<file path="src/run_cmd_pkg.sv">
// Package: register map, field layout and encodings for run commands
package run_cmd_pkg;
    localparam int ADDR_W = 8;
    localparam int POS_W = 32;
    localparam int NODE_W = 6;
    // Register byte offsets
    localparam logic [7:0] OFS_CTRL = 8'h00;
    localparam logic [7:0] OFS_STATUS = 8'h04;
    localparam logic [7:0] OFS_INC_DIST = 8'h08;
    localparam logic [7:0] OFS_OFFSET_TGT = 8'h0C;
    localparam logic [7:0] OFS_OFFSET_REF = 8'h10;
    localparam logic [7:0] OFS_REMOTE = 8'h14;
    localparam logic [7:0] OFS_PROFILE = 8'h18;
    localparam logic [7:0] OFS_POSITION = 8'h1C;
    localparam logic [7:0] OFS_TARGET = 8'h20;
    localparam logic [7:0] OFS_NET_LAST = 8'h24;
    localparam logic [7:0] OFS_INDEX_POS = 8'h28;
    // Control register bits (bits 0 to 2: write 1 to issue)
    localparam int CTRL_RUN_INC = 0;
    localparam int CTRL_RUN_OFS = 1;
    localparam int CTRL_RUN_NET = 2;
    localparam int CTRL_IMMEDIATE = 3;
    localparam int CTRL_DNET = 4;
    localparam int CTRL_BLOCK = 5;
    localparam int CTRL_INDEX_IN_EN = 6;
    localparam int CTRL_INDEX_AUX_EN = 7;
    localparam int CTRL_NODE_VAR = 8;
    localparam int CTRL_NODE_LSB = 16;
    // Remote register fields
    localparam int REM_MODE_LSB = 0;
    localparam int REM_INC = 2;
    localparam int REM_DIR = 3;
    localparam int REM_VAR_LSB = 8;
    // Status bits
    localparam int ST_IN_POS = 0;
    localparam int ST_BUSY = 1;
    localparam int ST_REJECT = 2;
    localparam int ST_NET_BUSY = 3;
    localparam int ST_MT_LSB = 4;
    // Network object attribute written by the profile command
    localparam logic [7:0] NET_ATTR_PROFILE = 8'h0B;
    localparam logic [5:0] NODE_MAX = 6'h3F;
    // Motion types
    localparam logic [1:0] MT_VEL = 2'h0;
    localparam logic [1:0] MT_TIME = 2'h1;
    localparam logic [1:0] MT_PULSE = 2'h2;
    // Remote profile codes sent to the node
    typedef enum logic [2:0] {
        PROF_ABS = 3'h0,
        PROF_INC = 3'h1,
        PROF_VEL_FWD = 3'h2,
        PROF_VEL_REV = 3'h3,
        PROF_TORQUE = 3'h4,
        PROF_NONE = 3'h7
    } profile_t;
    localparam logic [31:0] CTRL_RESET = 32'h0000_0000;
    localparam logic [31:0] REMOTE_RESET = 32'h0000_0000;
    localparam logic [31:0] PROFILE_RESET = 32'h0000_0000;
endpackage

</file>
<file path="src/motion_if.sv">
// Interface: move request from the command logic to the axis stepper
interface motion_if #(parameter int POS_W = 32);
    logic start;
    logic [POS_W-1:0] target;
    logic [1:0] motion_type;
    logic [31:0] profile_word;
    logic busy;
    logic [POS_W-1:0] position;
    modport cmd (output start, target, motion_type, profile_word,
                 input busy, position);
    modport axis (input start, target, motion_type, profile_word,
                  output busy, position);
endinterface

</file>
<file path="src/axis_stepper.sv">
// Axis stepper: walks the position toward the target one unit per step tick
module axis_stepper (
    input wire logic ref_clk_i,
    input wire logic sys_rst_i,
    input wire logic step_en_i,
    motion_if.axis mv
);
    import run_cmd_pkg::*;

    logic [POS_W-1:0] goal_reg;

    always_ff @(posedge ref_clk_i) begin
        if (sys_rst_i) begin
            goal_reg <= '0;
        end else if (mv.start) begin
            goal_reg <= mv.target;
        end
    end

    // A new start simply retargets, so a moving axis needs no stop first
    always_ff @(posedge ref_clk_i) begin
        if (sys_rst_i) begin
            mv.position <= '0;
        end else if (step_en_i && !mv.start && mv.position != goal_reg) begin
            if ($signed(goal_reg - mv.position) > 0) begin
                mv.position <= mv.position + 1'b1;
            end else begin
                mv.position <= mv.position - 1'b1;
            end
        end
    end

    always_ff @(posedge ref_clk_i) begin
        if (sys_rst_i) begin
            mv.busy <= 1'b0;
        end else begin
            mv.busy <= mv.start ||
                (mv.busy && mv.position != goal_reg);
        end
    end
endmodule // axis_stepper

</file>
<file path="src/step_divider.sv">
// Step divider: one-cycle enable pulse every DIV clock cycles
module step_divider #(
    parameter int DIV = 4
) (
    input wire logic ref_clk_i,
    input wire logic sys_rst_i,
    output logic tick_o
);
    logic [15:0] cnt_reg;

    always_ff @(posedge ref_clk_i) begin
        if (sys_rst_i) begin
            cnt_reg <= '0;
            tick_o <= 1'b0;
        end else if (cnt_reg == 16'(DIV - 1)) begin
            cnt_reg <= '0;
            tick_o <= 1'b1;
        end else begin
            cnt_reg <= cnt_reg + 16'h0001;
            tick_o <= 1'b0;
        end
    end
endmodule // step_divider

</file>
<file path="src/axis_position_run_commands.sv">
// Run-command interpreter: incremental, offset and network profile runs
// Overview of operation
// - Incremental target is position plus distance
// - New run replaces active run unless blocked
// - Offset run goes to offset target plus reference
// - Network command writes attribute 11 at node
// - Reject network command immediate over DeviceNet
// - Remote profile chosen by mode and flags
// - Velocity type uses velocity parameter set (the axis stepper here ignores motion_type and profile_word)
// - Time type uses time parameter set (the axis stepper here ignores motion_type and profile_word)
// - Pulse type uses pulse parameter set (the axis stepper here ignores motion_type and profile_word)
// - Incremental run doubles as index move
//
// Local design decisions: the Wishbone slave port and the placing of the registers.
module axis_position_run_commands #(
    parameter int STEP_DIV = 4
) (
    input wire logic ref_clk_i,
    input wire logic sys_rst_i,
    input wire logic wb_cyc_i,
    input wire logic wb_stb_i,
    input wire logic wb_we_i,
    input wire logic [run_cmd_pkg::ADDR_W-1:0] wb_adr_i,
    input wire logic [3:0] wb_sel_i,
    input wire logic [31:0] wb_dat_i,
    output logic [31:0] wb_dat_o,
    output logic wb_ack_o,
    input wire logic index_input_i,
    input wire logic [run_cmd_pkg::POS_W-1:0] aux_position_i,
    output logic net_req_o,
    output logic [run_cmd_pkg::NODE_W-1:0] net_node_o,
    output logic [7:0] net_attr_o,
    output logic [2:0] net_profile_o,
    input wire logic net_done_i,
    output logic in_position_o,
    output logic [run_cmd_pkg::POS_W-1:0] axis_position_o
);
    import run_cmd_pkg::*;

    typedef enum logic [2:0] {
        NET_IDLE = 3'b001,
        NET_SEND = 3'b010,
        NET_WAIT = 3'b100
    } net_state_t;

    logic [31:0] ctrl_reg;
    logic [31:0] inc_dist_reg;
    logic [31:0] offset_tgt_reg;
    logic [31:0] offset_ref_reg;
    logic [31:0] remote_reg;
    logic [31:0] profile_reg;
    logic [31:0] index_pos_reg;
    logic [31:0] node_var_reg;
    logic reject_reg;
    logic pend_valid_reg;
    logic [POS_W-1:0] pend_target_reg;
    net_state_t net_state_reg;
    logic [2:0] net_prof_reg;
    logic [NODE_W-1:0] net_node_reg;
    logic [1:0] index_sync_reg;
    logic index_prev_reg;
    logic aux_armed_reg;
    logic tick;
    logic [31:0] rd_data;
    logic [31:0] wmask;
    logic [31:0] wr_word;
    logic wr_ctrl;
    logic issue_inc;
    logic issue_ofs;
    logic issue_net;
    logic index_fire;
    logic aux_fire;
    logic net_ok;
    logic [1:0] mt;
    logic [POS_W-1:0] cur_pos;

    motion_if #(.POS_W(POS_W)) mv ();

    step_divider #(.DIV(STEP_DIV)) u_div (
        .ref_clk_i(ref_clk_i),
        .sys_rst_i(sys_rst_i),
        .tick_o(tick)
    );

    axis_stepper u_axis (
        .ref_clk_i(ref_clk_i),
        .sys_rst_i(sys_rst_i),
        .step_en_i(tick),
        .mv(mv)
    );

    assign cur_pos = mv.position;
    assign mt = profile_reg[1:0];

    // Byte-lane write mask
    always_comb begin
        for (int i = 0; i < 4; i++) begin
            wmask[i*8 +: 8] = {8{wb_sel_i[i]}};
        end
    end

    logic wr_stb;
    assign wr_stb = wb_cyc_i && wb_stb_i && wb_we_i && !wb_ack_o;
    assign wr_ctrl = wr_stb && wb_adr_i == OFS_CTRL;
    assign wr_word = wb_dat_i & wmask;

    // Command strobes come from control writes, plus index and aux triggers for the incremental run; run bits are self clearing
    assign issue_inc = (wr_ctrl && wr_word[CTRL_RUN_INC]) || index_fire
        || aux_fire;
    assign issue_ofs = wr_ctrl && wr_word[CTRL_RUN_OFS];
    assign issue_net = wr_ctrl && wr_word[CTRL_RUN_NET];

    always_ff @(posedge ref_clk_i) begin
        if (sys_rst_i) begin
            ctrl_reg <= CTRL_RESET;
        end else if (wr_ctrl) begin
            ctrl_reg <= (ctrl_reg & ~wmask) | (wr_word & 32'hFFFF_FFF8);
        end
    end

    function automatic logic [31:0] merge(input logic [31:0] old);
        merge = (old & ~wmask) | wr_word;
    endfunction

    always_ff @(posedge ref_clk_i) begin
        if (sys_rst_i) begin
            inc_dist_reg <= '0;
            offset_tgt_reg <= '0;
            offset_ref_reg <= '0;
            remote_reg <= REMOTE_RESET;
            profile_reg <= PROFILE_RESET;
            index_pos_reg <= '0;
            node_var_reg <= '0;
        end else if (wr_stb) begin
            case (wb_adr_i)
                OFS_INC_DIST: inc_dist_reg <= merge(inc_dist_reg);
                OFS_OFFSET_TGT: offset_tgt_reg <= merge(offset_tgt_reg);
                OFS_OFFSET_REF: offset_ref_reg <= merge(offset_ref_reg);
                OFS_REMOTE: remote_reg <= merge(remote_reg);
                OFS_PROFILE: profile_reg <= merge(profile_reg);
                OFS_INDEX_POS: index_pos_reg <= merge(index_pos_reg);
                OFS_NET_LAST: node_var_reg <= merge(node_var_reg);
                default: ;
            endcase
        end
    end

    // Index input passes two flops before the edge detector
    always_ff @(posedge ref_clk_i) begin
        if (sys_rst_i) begin
            index_sync_reg <= 2'b00;
            index_prev_reg <= 1'b0;
        end else begin
            index_sync_reg <= {index_sync_reg[0], index_input_i};
            index_prev_reg <= index_sync_reg[1];
        end
    end

    assign index_fire = ctrl_reg[CTRL_INDEX_IN_EN] && index_sync_reg[1]
        && !index_prev_reg;
    assign aux_fire = ctrl_reg[CTRL_INDEX_AUX_EN] && aux_armed_reg
        && aux_position_i == index_pos_reg;

    // Auxiliary trigger fires once per arming to avoid repeated moves
    always_ff @(posedge ref_clk_i) begin
        if (sys_rst_i) begin
            aux_armed_reg <= 1'b0;
        end else if (aux_fire) begin
            aux_armed_reg <= 1'b0;
        end else if (aux_position_i != index_pos_reg) begin
            aux_armed_reg <= 1'b1;
        end
    end

    // Pending target and start toward the axis
    always_ff @(posedge ref_clk_i) begin
        if (sys_rst_i) begin
            mv.start <= 1'b0;
            mv.target <= '0;
            pend_valid_reg <= 1'b0;
            pend_target_reg <= '0;
        end else begin
            mv.start <= 1'b0;
            if (issue_inc || issue_ofs) begin
                pend_target_reg <= issue_inc ? cur_pos + inc_dist_reg
                    : offset_tgt_reg + offset_ref_reg;
                if (ctrl_reg[CTRL_BLOCK] && mv.busy) begin
                    pend_valid_reg <= 1'b1;
                end else begin
                    mv.start <= 1'b1;
                    mv.target <= issue_inc ? cur_pos + inc_dist_reg
                        : offset_tgt_reg + offset_ref_reg;
                end
            end else if (pend_valid_reg && !mv.busy && !mv.start) begin
                // Motion block: queued run starts after the current one
                mv.start <= 1'b1;
                mv.target <= pend_target_reg;
                pend_valid_reg <= 1'b0;
            end
        end
    end

    always_ff @(posedge ref_clk_i) begin
        if (sys_rst_i) begin
            mv.motion_type <= MT_VEL;
            mv.profile_word <= '0;
        end else if (issue_inc || issue_ofs) begin
            mv.motion_type <= mt;
            mv.profile_word <= profile_reg;
        end
    end

    // The mode bits may come in the same write as the run bit, so the
    // written value is judged as well as the stored one.
    // immediate over DeviceNet refused
    assign net_ok = !(ctrl_reg[CTRL_IMMEDIATE] && ctrl_reg[CTRL_DNET]
        && !(wr_ctrl && wmask[CTRL_IMMEDIATE]))
        && !(wr_ctrl && wmask[CTRL_IMMEDIATE] && wr_word[CTRL_IMMEDIATE]
        && (wmask[CTRL_DNET] ? wr_word[CTRL_DNET] : ctrl_reg[CTRL_DNET]));

    always_ff @(posedge ref_clk_i) begin
        if (sys_rst_i) begin
            reject_reg <= 1'b0;
        end else if (issue_net && !net_ok) begin
            reject_reg <= 1'b1;
        end else if (issue_net || issue_inc || issue_ofs) begin
            reject_reg <= 1'b0;
        end
    end

    function automatic logic [2:0] pick_profile(input logic [31:0] r);
        case (r[REM_MODE_LSB +: 2])
            2'h0: pick_profile = r[REM_INC] ? PROF_INC : PROF_ABS;
            2'h1: pick_profile = r[REM_DIR] ? PROF_VEL_FWD : PROF_VEL_REV;
            2'h2: pick_profile = PROF_TORQUE;
            default: pick_profile = PROF_NONE;
        endcase
    endfunction

    // Only one network write is in flight; a network command that arrives
    // before the node answers is dropped rather than queued.
    // node and attribute
    always_ff @(posedge ref_clk_i) begin
        if (sys_rst_i) begin
            net_state_reg <= NET_IDLE;
            net_prof_reg <= PROF_NONE;
            net_node_reg <= '0;
        end else begin
            case (net_state_reg)
                NET_IDLE: begin
                    if (issue_net && net_ok) begin
                        net_prof_reg <= pick_profile(remote_reg);
                        net_node_reg <= wr_word[CTRL_NODE_VAR]
                            ? node_var_reg[NODE_W-1:0] & NODE_MAX
                            : wr_word[CTRL_NODE_LSB +: NODE_W];
                        net_state_reg <= NET_SEND;
                    end
                end
                NET_SEND: net_state_reg <= NET_WAIT;
                NET_WAIT: begin
                    if (net_done_i) begin
                        net_state_reg <= NET_IDLE;
                    end
                end
                default: net_state_reg <= NET_IDLE;
            endcase
        end
    end

    always_ff @(posedge ref_clk_i) begin
        if (sys_rst_i) begin
            net_req_o <= 1'b0;
            net_node_o <= '0;
            net_attr_o <= '0;
            net_profile_o <= PROF_NONE;
        end else begin
            net_req_o <= net_state_reg == NET_SEND;
            if (net_state_reg == NET_SEND) begin
                net_node_o <= net_node_reg;
                net_attr_o <= NET_ATTR_PROFILE;
                net_profile_o <= net_prof_reg;
            end
        end
    end

    always_ff @(posedge ref_clk_i) begin
        if (sys_rst_i) begin
            in_position_o <= 1'b1;
        end else begin
            in_position_o <= !(mv.busy || mv.start || pend_valid_reg
                || issue_inc || issue_ofs);
        end
    end

    always_ff @(posedge ref_clk_i) begin
        if (sys_rst_i) begin
            axis_position_o <= '0;
        end else begin
            axis_position_o <= cur_pos;
        end
    end

    // Status packs in-position, busy, reject, network busy, motion type.
    // Reads are combinational here and registered once at the ack edge.
    always_comb begin
        case (wb_adr_i)
            OFS_CTRL: rd_data = ctrl_reg;
            OFS_STATUS: rd_data = 32'({mt, net_state_reg != NET_IDLE,
                reject_reg, mv.busy, in_position_o}) |
                32'(0 * ST_MT_LSB);
            OFS_INC_DIST: rd_data = inc_dist_reg;
            OFS_OFFSET_TGT: rd_data = offset_tgt_reg;
            OFS_OFFSET_REF: rd_data = offset_ref_reg;
            OFS_REMOTE: rd_data = remote_reg;
            OFS_PROFILE: rd_data = profile_reg;
            OFS_POSITION: rd_data = cur_pos;
            OFS_TARGET: rd_data = mv.target;
            OFS_NET_LAST: rd_data = node_var_reg;
            OFS_INDEX_POS: rd_data = index_pos_reg;
            default: rd_data = 32'h0000_0000;
        endcase
    end

    // Single-wait-state slave: ack one cycle after the strobe
    always_ff @(posedge ref_clk_i) begin
        if (sys_rst_i) begin
            wb_ack_o <= 1'b0;
            wb_dat_o <= '0;
        end else begin
            wb_ack_o <= wb_cyc_i && wb_stb_i && !wb_ack_o;
            wb_dat_o <= rd_data;
        end
    end
endmodule // axis_position_run_commands

</file>
<file path="config.mk">
export PLATFORM = sky130hd
export DESIGN_NAME = axis_position_run_commands
export DESIGN_NICKNAME = d
export VERILOG_FILES = /design/src/run_cmd_pkg.sv /design/src/motion_if.sv /design/src/axis_stepper.sv /design/src/step_divider.sv /design/src/axis_position_run_commands.sv
export SDC_FILE = /design/constraint.sdc
export NUM_CORES = 1
export LEC_CHECK = 0
export BUFFER_PORTS_ARGS = -buffer_cell sky130_fd_sc_hd__buf_2
export CAP_MARGIN = 20
export CORE_ASPECT_RATIO = 0.7
export CORE_MARGIN = 4
export CORE_UTILIZATION = 30
export DETAILED_ROUTE_END_ITERATION = 6
export SETUP_SLACK_MARGIN = 0.2
export SLEW_MARGIN = 20
export SYNTH_ARGS = -nofsm -noshare
export SYNTH_HDL_FRONTEND = slang
export SYNTH_SLANG_ARGS = --single-unit
</file>
<file path="constraint.sdc">
create_clock -name ref_clk_i -period 10.7 [get_ports ref_clk_i]
set_clock_uncertainty 0.2 [all_clocks]
set_input_delay 0.535 -clock ref_clk_i [delete_from_list [all_inputs] [get_ports ref_clk_i]]
set_output_delay 0.535 -clock ref_clk_i [all_outputs]
set_load 0.02 [all_outputs]
</file>
* Word level (Yosys, flattened, before mapping)
Cells that the tools add are included.
Cells by class: reductions and logical operators 62, equal/unequal tests 24, bitwise gates (word level) 18, add/subtract/negate cells 6, multiplexer cells 23, order comparisons 1
Operators with widths (number):
- one-hot mux 32 bit (11 select lines) | 1
- bitwise AND 32 bit | 9
- bitwise OR 32 bit | 8
- 2-to-1 mux 32 bit | 5
- adder 32 bit | 2
- inequality test 32 bit | 2
- adder 32 x 1 -> 32 bit (second input constant) | 1
- equality test 32 bit | 1
- equality test 8 x 5 -> 1 bit (second input constant) | 4
- greater-than comparator 32 x 1 -> 1 bit (second input constant) | 1
- NOT 32 bit | 1
- subtractor 32 x 1 -> 32 bit (second input constant) | 1
- subtractor 32 bit | 1
- logical AND 1 bit | 26
- equality test 8 x 6 -> 1 bit (second input constant) | 3
- AND reduction 2 bit | 11
- one-hot mux 3 bit (3 select lines) | 2
- adder 16 x 1 -> 16 bit (second input constant) | 1
- equality test 16 x 2 -> 1 bit (second input constant) | 1
- equality test 8 x 4 -> 1 bit (second input constant) | 2
- 2-to-1 mux 1 bit | 12
- logical OR 1 bit | 10
- zero test 1 bit | 9
- equality test 8 x 3 -> 1 bit (second input constant) | 1
- 13 further kinds | 19
Word-level totals: output and inout bits 84, word-level logic and storage cells 166, register bits after elaboration 498, input bits 83

* Longest topological paths before layout
Gate-level depths: netlist of run 1.
depth in word-level cells 12, depth in mapped cells 27, mapped depth without buffers 27

* Cells and area by module
A second synthesis of run 1 with hierarchy kept.
Second synthesis, totals: cells, all modules 3575, area, all modules 27968.1 µm²
By module, submodules not included:
- axis_position_run_commands | sequential area each 8968.6 µm², area each 21334.2 µm², times used 1, cells an instance 2724
- axis_stepper | sequential area each 1301.2 µm², area each 5889.4 µm², times used 1, cells an instance 766
- step_divider | sequential area each 340.3 µm², area each 744.5 µm², times used 1, cells an instance 85

* Least setup slack after synthesis of run 1
OpenSTA, ideal clock, no wires.
path kind flip-flop to flip-flop, from reg u_axis.mv.position[0], to reg u_axis.mv.position[30], slack 4.215 ns, library setup time 0.087 ns, cell stages (with the launch flop) 27, arrival time 6.198 ns, buffers on the path 0, clock period less this slack 6.485 ns, required time 10.413 ns, cells stage by stage dfxtp_1 -> ha_1 -> fa_1 -> nor2b_1 -> nor2_1 -> a221oi_1 -> o2111ai_1 -> a2111oi_0 -> nand4_1 -> a2111o_1 -> nor4_2 -> nand4_2 -> nand2_1 -> inv_1 -> fa_1 -> nor2b_1 -> o21ai_0 -> a21boi_1 -> o21ai_0 -> o211ai_1 -> a41oi_1 -> nor4b_2 -> o211ai_1 -> a31oi_1 -> a31oi_1 -> xor2_1 -> o31ai_1
On the way: cells in the longest elaborated chain, start to end 3, elaborated cells on any way between the ends 7, classes of those cells add/sub: 3; order compare: 1; eq/ne: 1; mux: 1; reduce/logical: 1
Ends and longest elaborated chain:
- start: declaration | RTL line motion_if.sv:12 | output busy, position);
- start signal: assignment | RTL line axis_stepper.sv:26 | mv.position <= mv.position + 1'b1;
- start signal: assignment | RTL line axis_stepper.sv:28 | mv.position <= mv.position - 1'b1;
- subtractor 32 bit | RTL line axis_stepper.sv:25 | if ($signed(goal_reg - mv.position) > 0) begin
- greater-than comparator 32 x 1 -> 1 bit | RTL line axis_stepper.sv:25
- 2-to-1 mux 32 bit | RTL line axis_stepper.sv:25
Parallel ways exist; a longest one is shown, timed or not. A chain may end at the register's enable or synchronous reset.

* Final worst setup path of run 1
from reg u_axis.mv.position[1], to reg u_axis.mv.position[30]
Same word-level chain as after synthesis.

==> summary.txt, run 1 <==
Synthesis
  • Post-Synthesis Cells: 3304
  • Asr flop ratio synth: 0
  • Synth unique cells: 78
  • Yosys warns: 0
  • Most used DFF post-synth: dfxtp_1
  • Post-synthesis average cell area: 7.79 µm²
  • Post-Syn Area: 25700 µm²
  • Register area share after synthesis: 0.387
  • Register bit total from synthesis: 498
  • Number of flops mapped to enable cells by yosys: 0

Pwr
  • Pwr dens: 183 nW/µm²
  • Total power: 0.00536 W
  • Maximum VDD drop: 0.175 mV
  • Leak: 10.9 nW

Detailed routing
  • Vias: 24800
  • Drc violations: 0
  • Routed len/inst: 21.6 µm
  • Routed WL: 98500 µm
  • Drt pass-1 iters: 6
  • Routed Antenna Nets: 0
  • First-iteration detailed-routing DRC count: 2990
  • Post-DR vias/cell: 5.45

STA
  • Final hold vios: 0
  • RSZ-0062 raised after global routing: no
  • Setup TNS: 0 ps
  • FMAX: 124 MHz
  • Final setup violating endpoints: 0
  • Rel. slew slack: 0.270
  • Worst Max-Slew Pin Slew: 1090 ps
  • Tcrit/Tclk final: 0.755
  • Slew Viols, Final: 0
  • Minimum clock period: 8080 ps
  • Hold slack final: 33.8 ps

GRT
  • Busiest grt layer: met1
  • Initial antenna violation count: 5
  • Met2 usage: 0.307
  • First-pass GRT wire length: 147000 µm
  • Total GRT Usage: 0.211
  • Largest net degree at the start of global routing: 144
  • GR met3 Demand/Resource: 0.0454
  • Vias in the first global route: 22600
  • Met1 GRT Util: 0.314
  • Total grt overflow: 0

Floorplan
  • Die H: 253 µm
  • # rows: 89
  • Core area: 84600 µm²
  • Starting Density: 0.304
  • Die W: 358 µm
  • Die area: 90600 µm²
  • IO Pins: 167

Worst setup path
  • Critical Path End Type: register
  • Worst reg2reg path depth: 27
  • Worst Path Buf+Inv: 3
  • Critical path class: register to register
  • Critical path depth: 27
  • Reg-to-reg endpoint: u_axis.mv.position[30]$_SDFFE_PP0P_
  • Crit start category: register
  • Crit path max-delay family: compound AO/OA/AOI/OAI gates
  • Reg2reg setup slack: 2620 ps
  • CP max-delay cell: o311ai_0
  • Worst path required time: 11020 ps
  • Worst R2R Start: u_axis.mv.position[1]$_SDFFE_PP0P_
  • Crit path DAT: 8390 ps
  • CP max stage delay: 890 ps
  • Crit path max fanout: 31
  • Most frequent CP cell: o21ai_0

Finish
  • Area occupied by multi-input gates: 14800 µm²
  • Util after Layout: 0.346
  • Share of layout cells above drive strength 1: 0.0921
  • Post-Layout Cell Count: 4550
  • Final-stage net count: 3580
  • Fill count: 9007
  • Seq. cell area: 9970 µm²
  • Synthesis-to-finish area growth: 13.8%

Clock tree
  • Clock-pin slew on the worst setup and hold paths: 70 ps
  • Worst skew pair latency: 620 ps
  • Num CTS Buffers: 52
  • TritonCTS clock tree: done
  • Root Buffer: clkbuf_16
  • Clock Sinks: 498
  • H-tree depth: 2
  • Max Root-Sink Buffers: 3

Flow run
  • MaxCap Viol Count: 0

Place
  • Post-DP HPWL: 73600 µm
  • Routability congestion estimate: 0.920
  • Placed Cells incl. Taps: 4447
  • Port Buffers: 161

Min path
  • Hold Crit Start: wb_dat_i[24]
  • Hold Path Stages: 3
  • Hold WC Path Type: input pin to register

Outcome
  • Status: finished, final reports clean
cells in the mapped netlist (53+ instances only):
master / number / area (µm²)
a21oi_1: 419 / 2100
a221oi_1: 58 / 508
a22o_1: 53 / 464
clkbuf_1: 131 / 492
dfxtp_1: 498 / 9970
ha_1: 125 / 1560
inv_1: 80 / 300
nand2_1: 736 / 2760
nor2_1: 291 / 1090
o21ai_0: 93 / 465
xnor2_1: 63 / 552
xor2_1: 68 / 596
final cells by class:
cell class	count	share of cell area
Clock inverter	22	0.00760
Inverter	80	0.0103
Timing Repair Buffer	191	0.0361
Clock buffer	74	0.0507
Antenna cell	3	0.000256
Tap cell	1137	0.0486
Sequential cell	498	0.340
Multi-Input combinational cell	2545	0.506
cells in the final DEF, fill, tap and decap left out, types with 29 or more instances in the layout:
master     count
nand2_1      735
dfxtp_1      497
a21oi_1      419
nor2_1       281
buf_2        160
ha_1         125
o21ai_0       93
inv_1         80
xor2_1        68
xnor2_1       63
a221oi_1      58
a22o_1        53
clkbuf_16     52
a21o_1        51
a22oi_1       51
nand3_1       43
mux2i_1       43
nor3_1        40
a31oi_1       37
a211oi_1      34
o211ai_1      33
and3_1        29
routing by layer:
| layer | vias up | wire, µm |
|---|---|---|
| met1 | 11800 | 45900 |
| met2 | 1118 | 40300 |
| met3 | 143 | 9680 |
| met5 | - | 0 |
| li1 | 11800 | - |
| met4 | 0 | 2570 |
how the worst max path moves through the flow:
| stage | start | to | slack [ps] |
|---|---|---|---|
| final | u_axis.mv.position[1]$_SDFFE_PP0P_ | u_axis.mv.position[30]$_SDFFE_PP0P_ | 2620 |
| after global routing | u_axis.mv.position[1]$_SDFFE_PP0P_ | u_axis.mv.position[30]$_SDFFE_PP0P_ | 2210 |
| after CTS | u_axis.mv.position[1]$_SDFFE_PP0P_ | u_axis.mv.position[30]$_SDFFE_PP0P_ | 2920 |
| after detailed placement | u_axis.mv.position[1]$_SDFFE_PP0P_ | u_axis.mv.position[30]$_SDFFE_PP0P_ | 2990 |
| after global placement | u_axis.mv.position[0]$_SDFFE_PP0P_ | u_axis.mv.position[30]$_SDFFE_PP0P_ | 3120 |
| after floorplan | u_axis.mv.position[0]$_SDFFE_PP0P_ | u_axis.mv.position[30]$_SDFFE_PP0P_ | 4210 |
worst reg2reg max path, stage by stage (launching register included):
cell,delay (ps)
dfxtp_1,470
inv_1,190
ha_1,350
nand2b_1,90
a211oi_2,410
nor2_1,140
o311ai_0,890
a221oi_1,250
xor2_1,180
o21ai_0,110
nor4_2,480
nand4_2,210
nand2_1,110
buf_4,370
inv_1,150
fa_1,410
nor2b_1,170
o21ai_0,110
a21boi_1,310
o21ai_0,250
o211ai_1,310
a41oi_1,250
nor4b_2,560
o211ai_1,230
a31oi_1,270
a31oi_1,150
xor2_1,160
o31ai_1,220
report_power, final:
group	leakage [nW]	internal [W]	switching, W	total [W]
logic	6.05	0.000659	0.000985	0.00164
registers	4.01	0.00186	0.00000398	0.00186
clock network	0.843	0.00102	0.000825	0.00185
total	10.9	0.00354	0.00181	0.00536
repair_timing:
item,4_1_cts,5_1_grt
buffers inserted,0,0
endpoints found under the hold margin,2,0
resized for setup,0,0
hold buffers,3,0
endpoints found under the setup margin,0,0
cell families (layout without fill, tap and decap cells):
kind of cell	after synthesis	in the layout	synth area share
AOI/OAI and AO/OA	953	953	0.236
and+or+nand+nor	1282	1282	0.210
other	1	8	0.000146
xor gates and xnor gates	131	131	0.0446
muxes	45	45	0.0176
adders and majority gates	129	129	0.0639
DFF	498	498	0.387
buffers and inverters	265	367	0.0401
metrics by stage:
step / worst slack (ps) / instance area, µm²
5_1_grt: 2210 / 29300
3_5_place_dp: 2990 / 27500
2_1_floorplan: 4210 / 25800
4_1_cts: 2920 / 29300
6_report: 2620 / 29300
3_3_place_gp: 3120 / 27500
Note: power is estimated with default switching activity, not from simulation.
==> run 2, diff against run 1 <==
--- a/config.mk
+++ b/config.mk
@@ -5,6 +5,7 @@
 export SDC_FILE = /design/constraint.sdc
 export NUM_CORES = 1
 export LEC_CHECK = 0
+export ABC_AREA = 1
 export BUFFER_PORTS_ARGS = -buffer_cell sky130_fd_sc_hd__buf_2
 export CAP_MARGIN = 20
 export CORE_ASPECT_RATIO = 0.7
==> constraint.sdc (replaced) <==
create_clock -name ref_clk_i -period 7.2 [get_ports ref_clk_i]
set_clock_uncertainty 0.2 [all_clocks]
set_input_delay 0.36 -clock ref_clk_i [delete_from_list [all_inputs] [get_ports ref_clk_i]]
set_output_delay 0.36 -clock ref_clk_i [all_outputs]
set_load 0.02 [all_outputs]
==> summary.txt, run 2 <==
Outcome
  • Status: finished, final reports clean

STA
  • RSZ-0062 raised after global routing: no
  • Minimum clock period: 6390 ps
  • Slew Viols, Final: 0
  • Final hold vios: 0
  • Hold slack final: 135 ps
  • FMAX: 156 MHz
  • Worst Max-Slew Pin Slew: 1030 ps
  • Tcrit/Tclk final: 0.888
  • Setup TNS: 0 ps
  • Final setup violating endpoints: 0
  • Rel. slew slack: 0.311

Clock tree
  • Root Buffer: clkbuf_16
  • Clock-pin slew on the worst setup and hold paths: 60 ps
  • Max Root-Sink Buffers: 3
  • H-tree depth: 2
  • Clock Sinks: 498
  • Setup repair bufs after CTS: 0
  • # resized after CTS: 0
  • TritonCTS clock tree: done
  • Worst skew pair latency: 650 ps
  • Num CTS Buffers: 53

Synthesis
  • Post-synthesis average cell area: 6.83 µm²
  • Asr flop ratio synth: 0
  • Synth cell count leaders: nand2_1, inv_1, nor2_1
  • Yosys warns: 0
  • Largest cells by area after synthesis: dfxtp_1, nand2_1, inv_1
  • Post-synth top area share: 0.362
  • Post-Syn Area: 27500 µm²
  • Register bit total from synthesis: 498
  • Top-count cell post-synth: nand2_1
  • Largest area contributor in the netlist: dfxtp_1
  • Post-Synthesis Cells: 4029
  • Most used DFF post-synth: dfxtp_1
  • Synth unique cells: 59
  • Register area share after synthesis: 0.362
  • Number of flops mapped to enable cells by yosys: 0

Worst setup path
  • Worst path required time: 7500 ps
  • Most frequent CP cell: nand2_1
  • CP max stage delay: 560 ps
  • Critical path class: register to register
  • Reg2reg setup slack: 810 ps
  • Crit start category: register
  • Crit path max-delay family: simple AND/OR/NAND/NOR gates
  • Worst R2R Start: u_axis.mv.position[3]$_SDFFE_PP0P_
  • Worst reg2reg path depth: 30
  • Critical Path End Type: register
  • Crit path max fanout: 11
  • Worst Path Buf+Inv: 2
  • Reg-to-reg endpoint: u_axis.mv.position[27]$_SDFFE_PP0P_
  • CP max-delay cell: ha_1
  • Crit path DAT: 6700 ps

Detailed routing
  • Routed Antenna Nets: 0
  • Drt pass-1 iters: 6
  • Post-DR vias/cell: 5.15
  • Routed len/inst: 20.0 µm
  • Drc violations: 0
  • Vias: 27900
  • Routed WL: 108000 µm
  • First-iteration detailed-routing DRC count: 2811

GRT
  • Total GRT Usage: 0.216
  • Initial antenna violation count: 2
  • Vias in the first global route: 25300
  • Largest net degree at the start of global routing: 114
  • First-pass GRT wire length: 160000 µm
  • Total grt overflow: 0

Finish
  • Synthesis-to-finish area growth: 14.8%
  • Util after Layout: 0.349
  • Fill count: 9828
  • Most frequent cells in the layout: nand2_1, inv_1, nor2_1
  • Post-Layout Cell Count: 5423
  • Commonest non-fill, non-tap cell in the layout: nand2_1
  • Final-stage net count: 4373
  • # diodes: 0
  • Share of layout cells above drive strength 1: 0.0759

Pwr
  • Leak: 14.2 nW
  • Total power: 0.00668 W
  • Maximum VDD drop: 0.188 mV
  • Pwr dens: 212 nW/µm²

Flow run
  • MaxCap Viol Count: 0

Place
  • Routability congestion estimate: 0.976
  • Placed Cells incl. Taps: 5285
  • Port Buffers: 161
  • Post-DP HPWL: 83300 µm

Floorplan
  • Core area: 90500 µm²
  • IO Pins: 167
  • Die W: 370 µm
  • Starting Density: 0.304
  • Die area: 96700 µm²
  • Die H: 261 µm
  • # rows: 92

Min path
  • Hold Crit Start: aux_position_i[6]
  • Hold Path Stages: 7
  • Hold WC Path Type: input pin to register
  • Worst hold path endpoint: aux_armed_reg$_SDFFE_PP0P_
==> run 2: changes by cell type after synthesis, sizes merged, moves of 51 or more <==
| cell | change |
|---|---|
| o22ai | +51 |
| a22oi | -51 |
| a22o | -52 |
| o21ai | +308 |
| nand3 | +126 |
| inv | +481 |
| nor2 | +218 |
==> run 2: kinds of logic (layout without fill, tap and decap cells) <==
kind of cell | count (synthesis) | count (layout) | synth area share
and+or+nand+nor | 1555 | 1555 | 0.233
muxes | 1 | 1 | 0.000364
adders and majority gates | 129 | 129 | 0.0598
AOI/OAI and AO/OA | 1025 | 1025 | 0.210
other | 1 | 5 | 0.000136
DFF | 498 | 498 | 0.362
buffers and inverters | 722 | 890 | 0.102
xor gates and xnor gates | 98 | 98 | 0.0312
==> run 2: layer usage <==
layer  GRT usage  vias up  wire [µm]
met5           0        -         49
met1       0.323    12900      51000
met2       0.300     1266      42100
li1            -    13600          -
met4      0.0500        8       2520
met3      0.0633      133      12500
==> run 2: worst min-delay path: cells and delay by family <==
kind                   cells  cell delay [ps]
AND/OR/NAND/NOR            3              240
XOR/XNOR                   1               50
buffers and inverters      2              150
AO/OA/AOI/OAI              1              130
==> run 2: worst max path at each step <==
stage	start	to	slack [ps]	cells past startpoint
2_1_floorplan	u_axis.mv.position[0]$_SDFFE_PP0P_	u_axis.mv.position[22]$_SDFFE_PP0P_	2320	29
3_3_place_gp	u_axis.mv.position[3]$_SDFFE_PP0P_	u_axis.mv.position[27]$_SDFFE_PP0P_	1080	30
3_5_place_dp	u_axis.mv.position[3]$_SDFFE_PP0P_	u_axis.mv.position[27]$_SDFFE_PP0P_	1080	30
4_1_cts	u_axis.mv.position[3]$_SDFFE_PP0P_	u_axis.mv.position[27]$_SDFFE_PP0P_	1030	30
5_1_grt	u_axis.mv.position[3]$_SDFFE_PP0P_	u_axis.mv.position[27]$_SDFFE_PP0P_	360	29
6_report	u_axis.mv.position[3]$_SDFFE_PP0P_	u_axis.mv.position[27]$_SDFFE_PP0P_	810	30
==> run 2: timing repair <==
action / 4_1_cts / 5_1_grt
endpoints found under the hold margin: 255 / 0
hold buffers: 42 / 0
setup endpoints to repair: 0 / 0
==> run 2: power by group <==
group | leakage, nW | switching (W) | total, W | internal (W)
Combinational | 9.35 | 0.000764 | 0.00111 | 0.000346
Sequential | 4.01 | 0.0000119 | 0.00278 | 0.00277
Clock | 0.858 | 0.00126 | 0.00280 | 0.00154
==> run 2: layout make-up <==
cell class                 instances  area [µm²]  area share
clock buffer                      75        1540      0.0488
clock inverter                    20         200     0.00634
inverter                         567        2150      0.0680
multi-input combinational       2813       14800       0.467
sequential                       498        9970       0.316
tap                             1222        1530      0.0484
timing repair buffer             228        1440      0.0455
==> run 2: metrics by stage <==
stage          setup slack, ps  cell area (µm²)
2_1_floorplan             2320            27500
3_3_place_gp              1080            29400
3_5_place_dp              1080            29400
4_1_cts                   1030            31500
5_1_grt                    365            31600
6_report                   807            31600
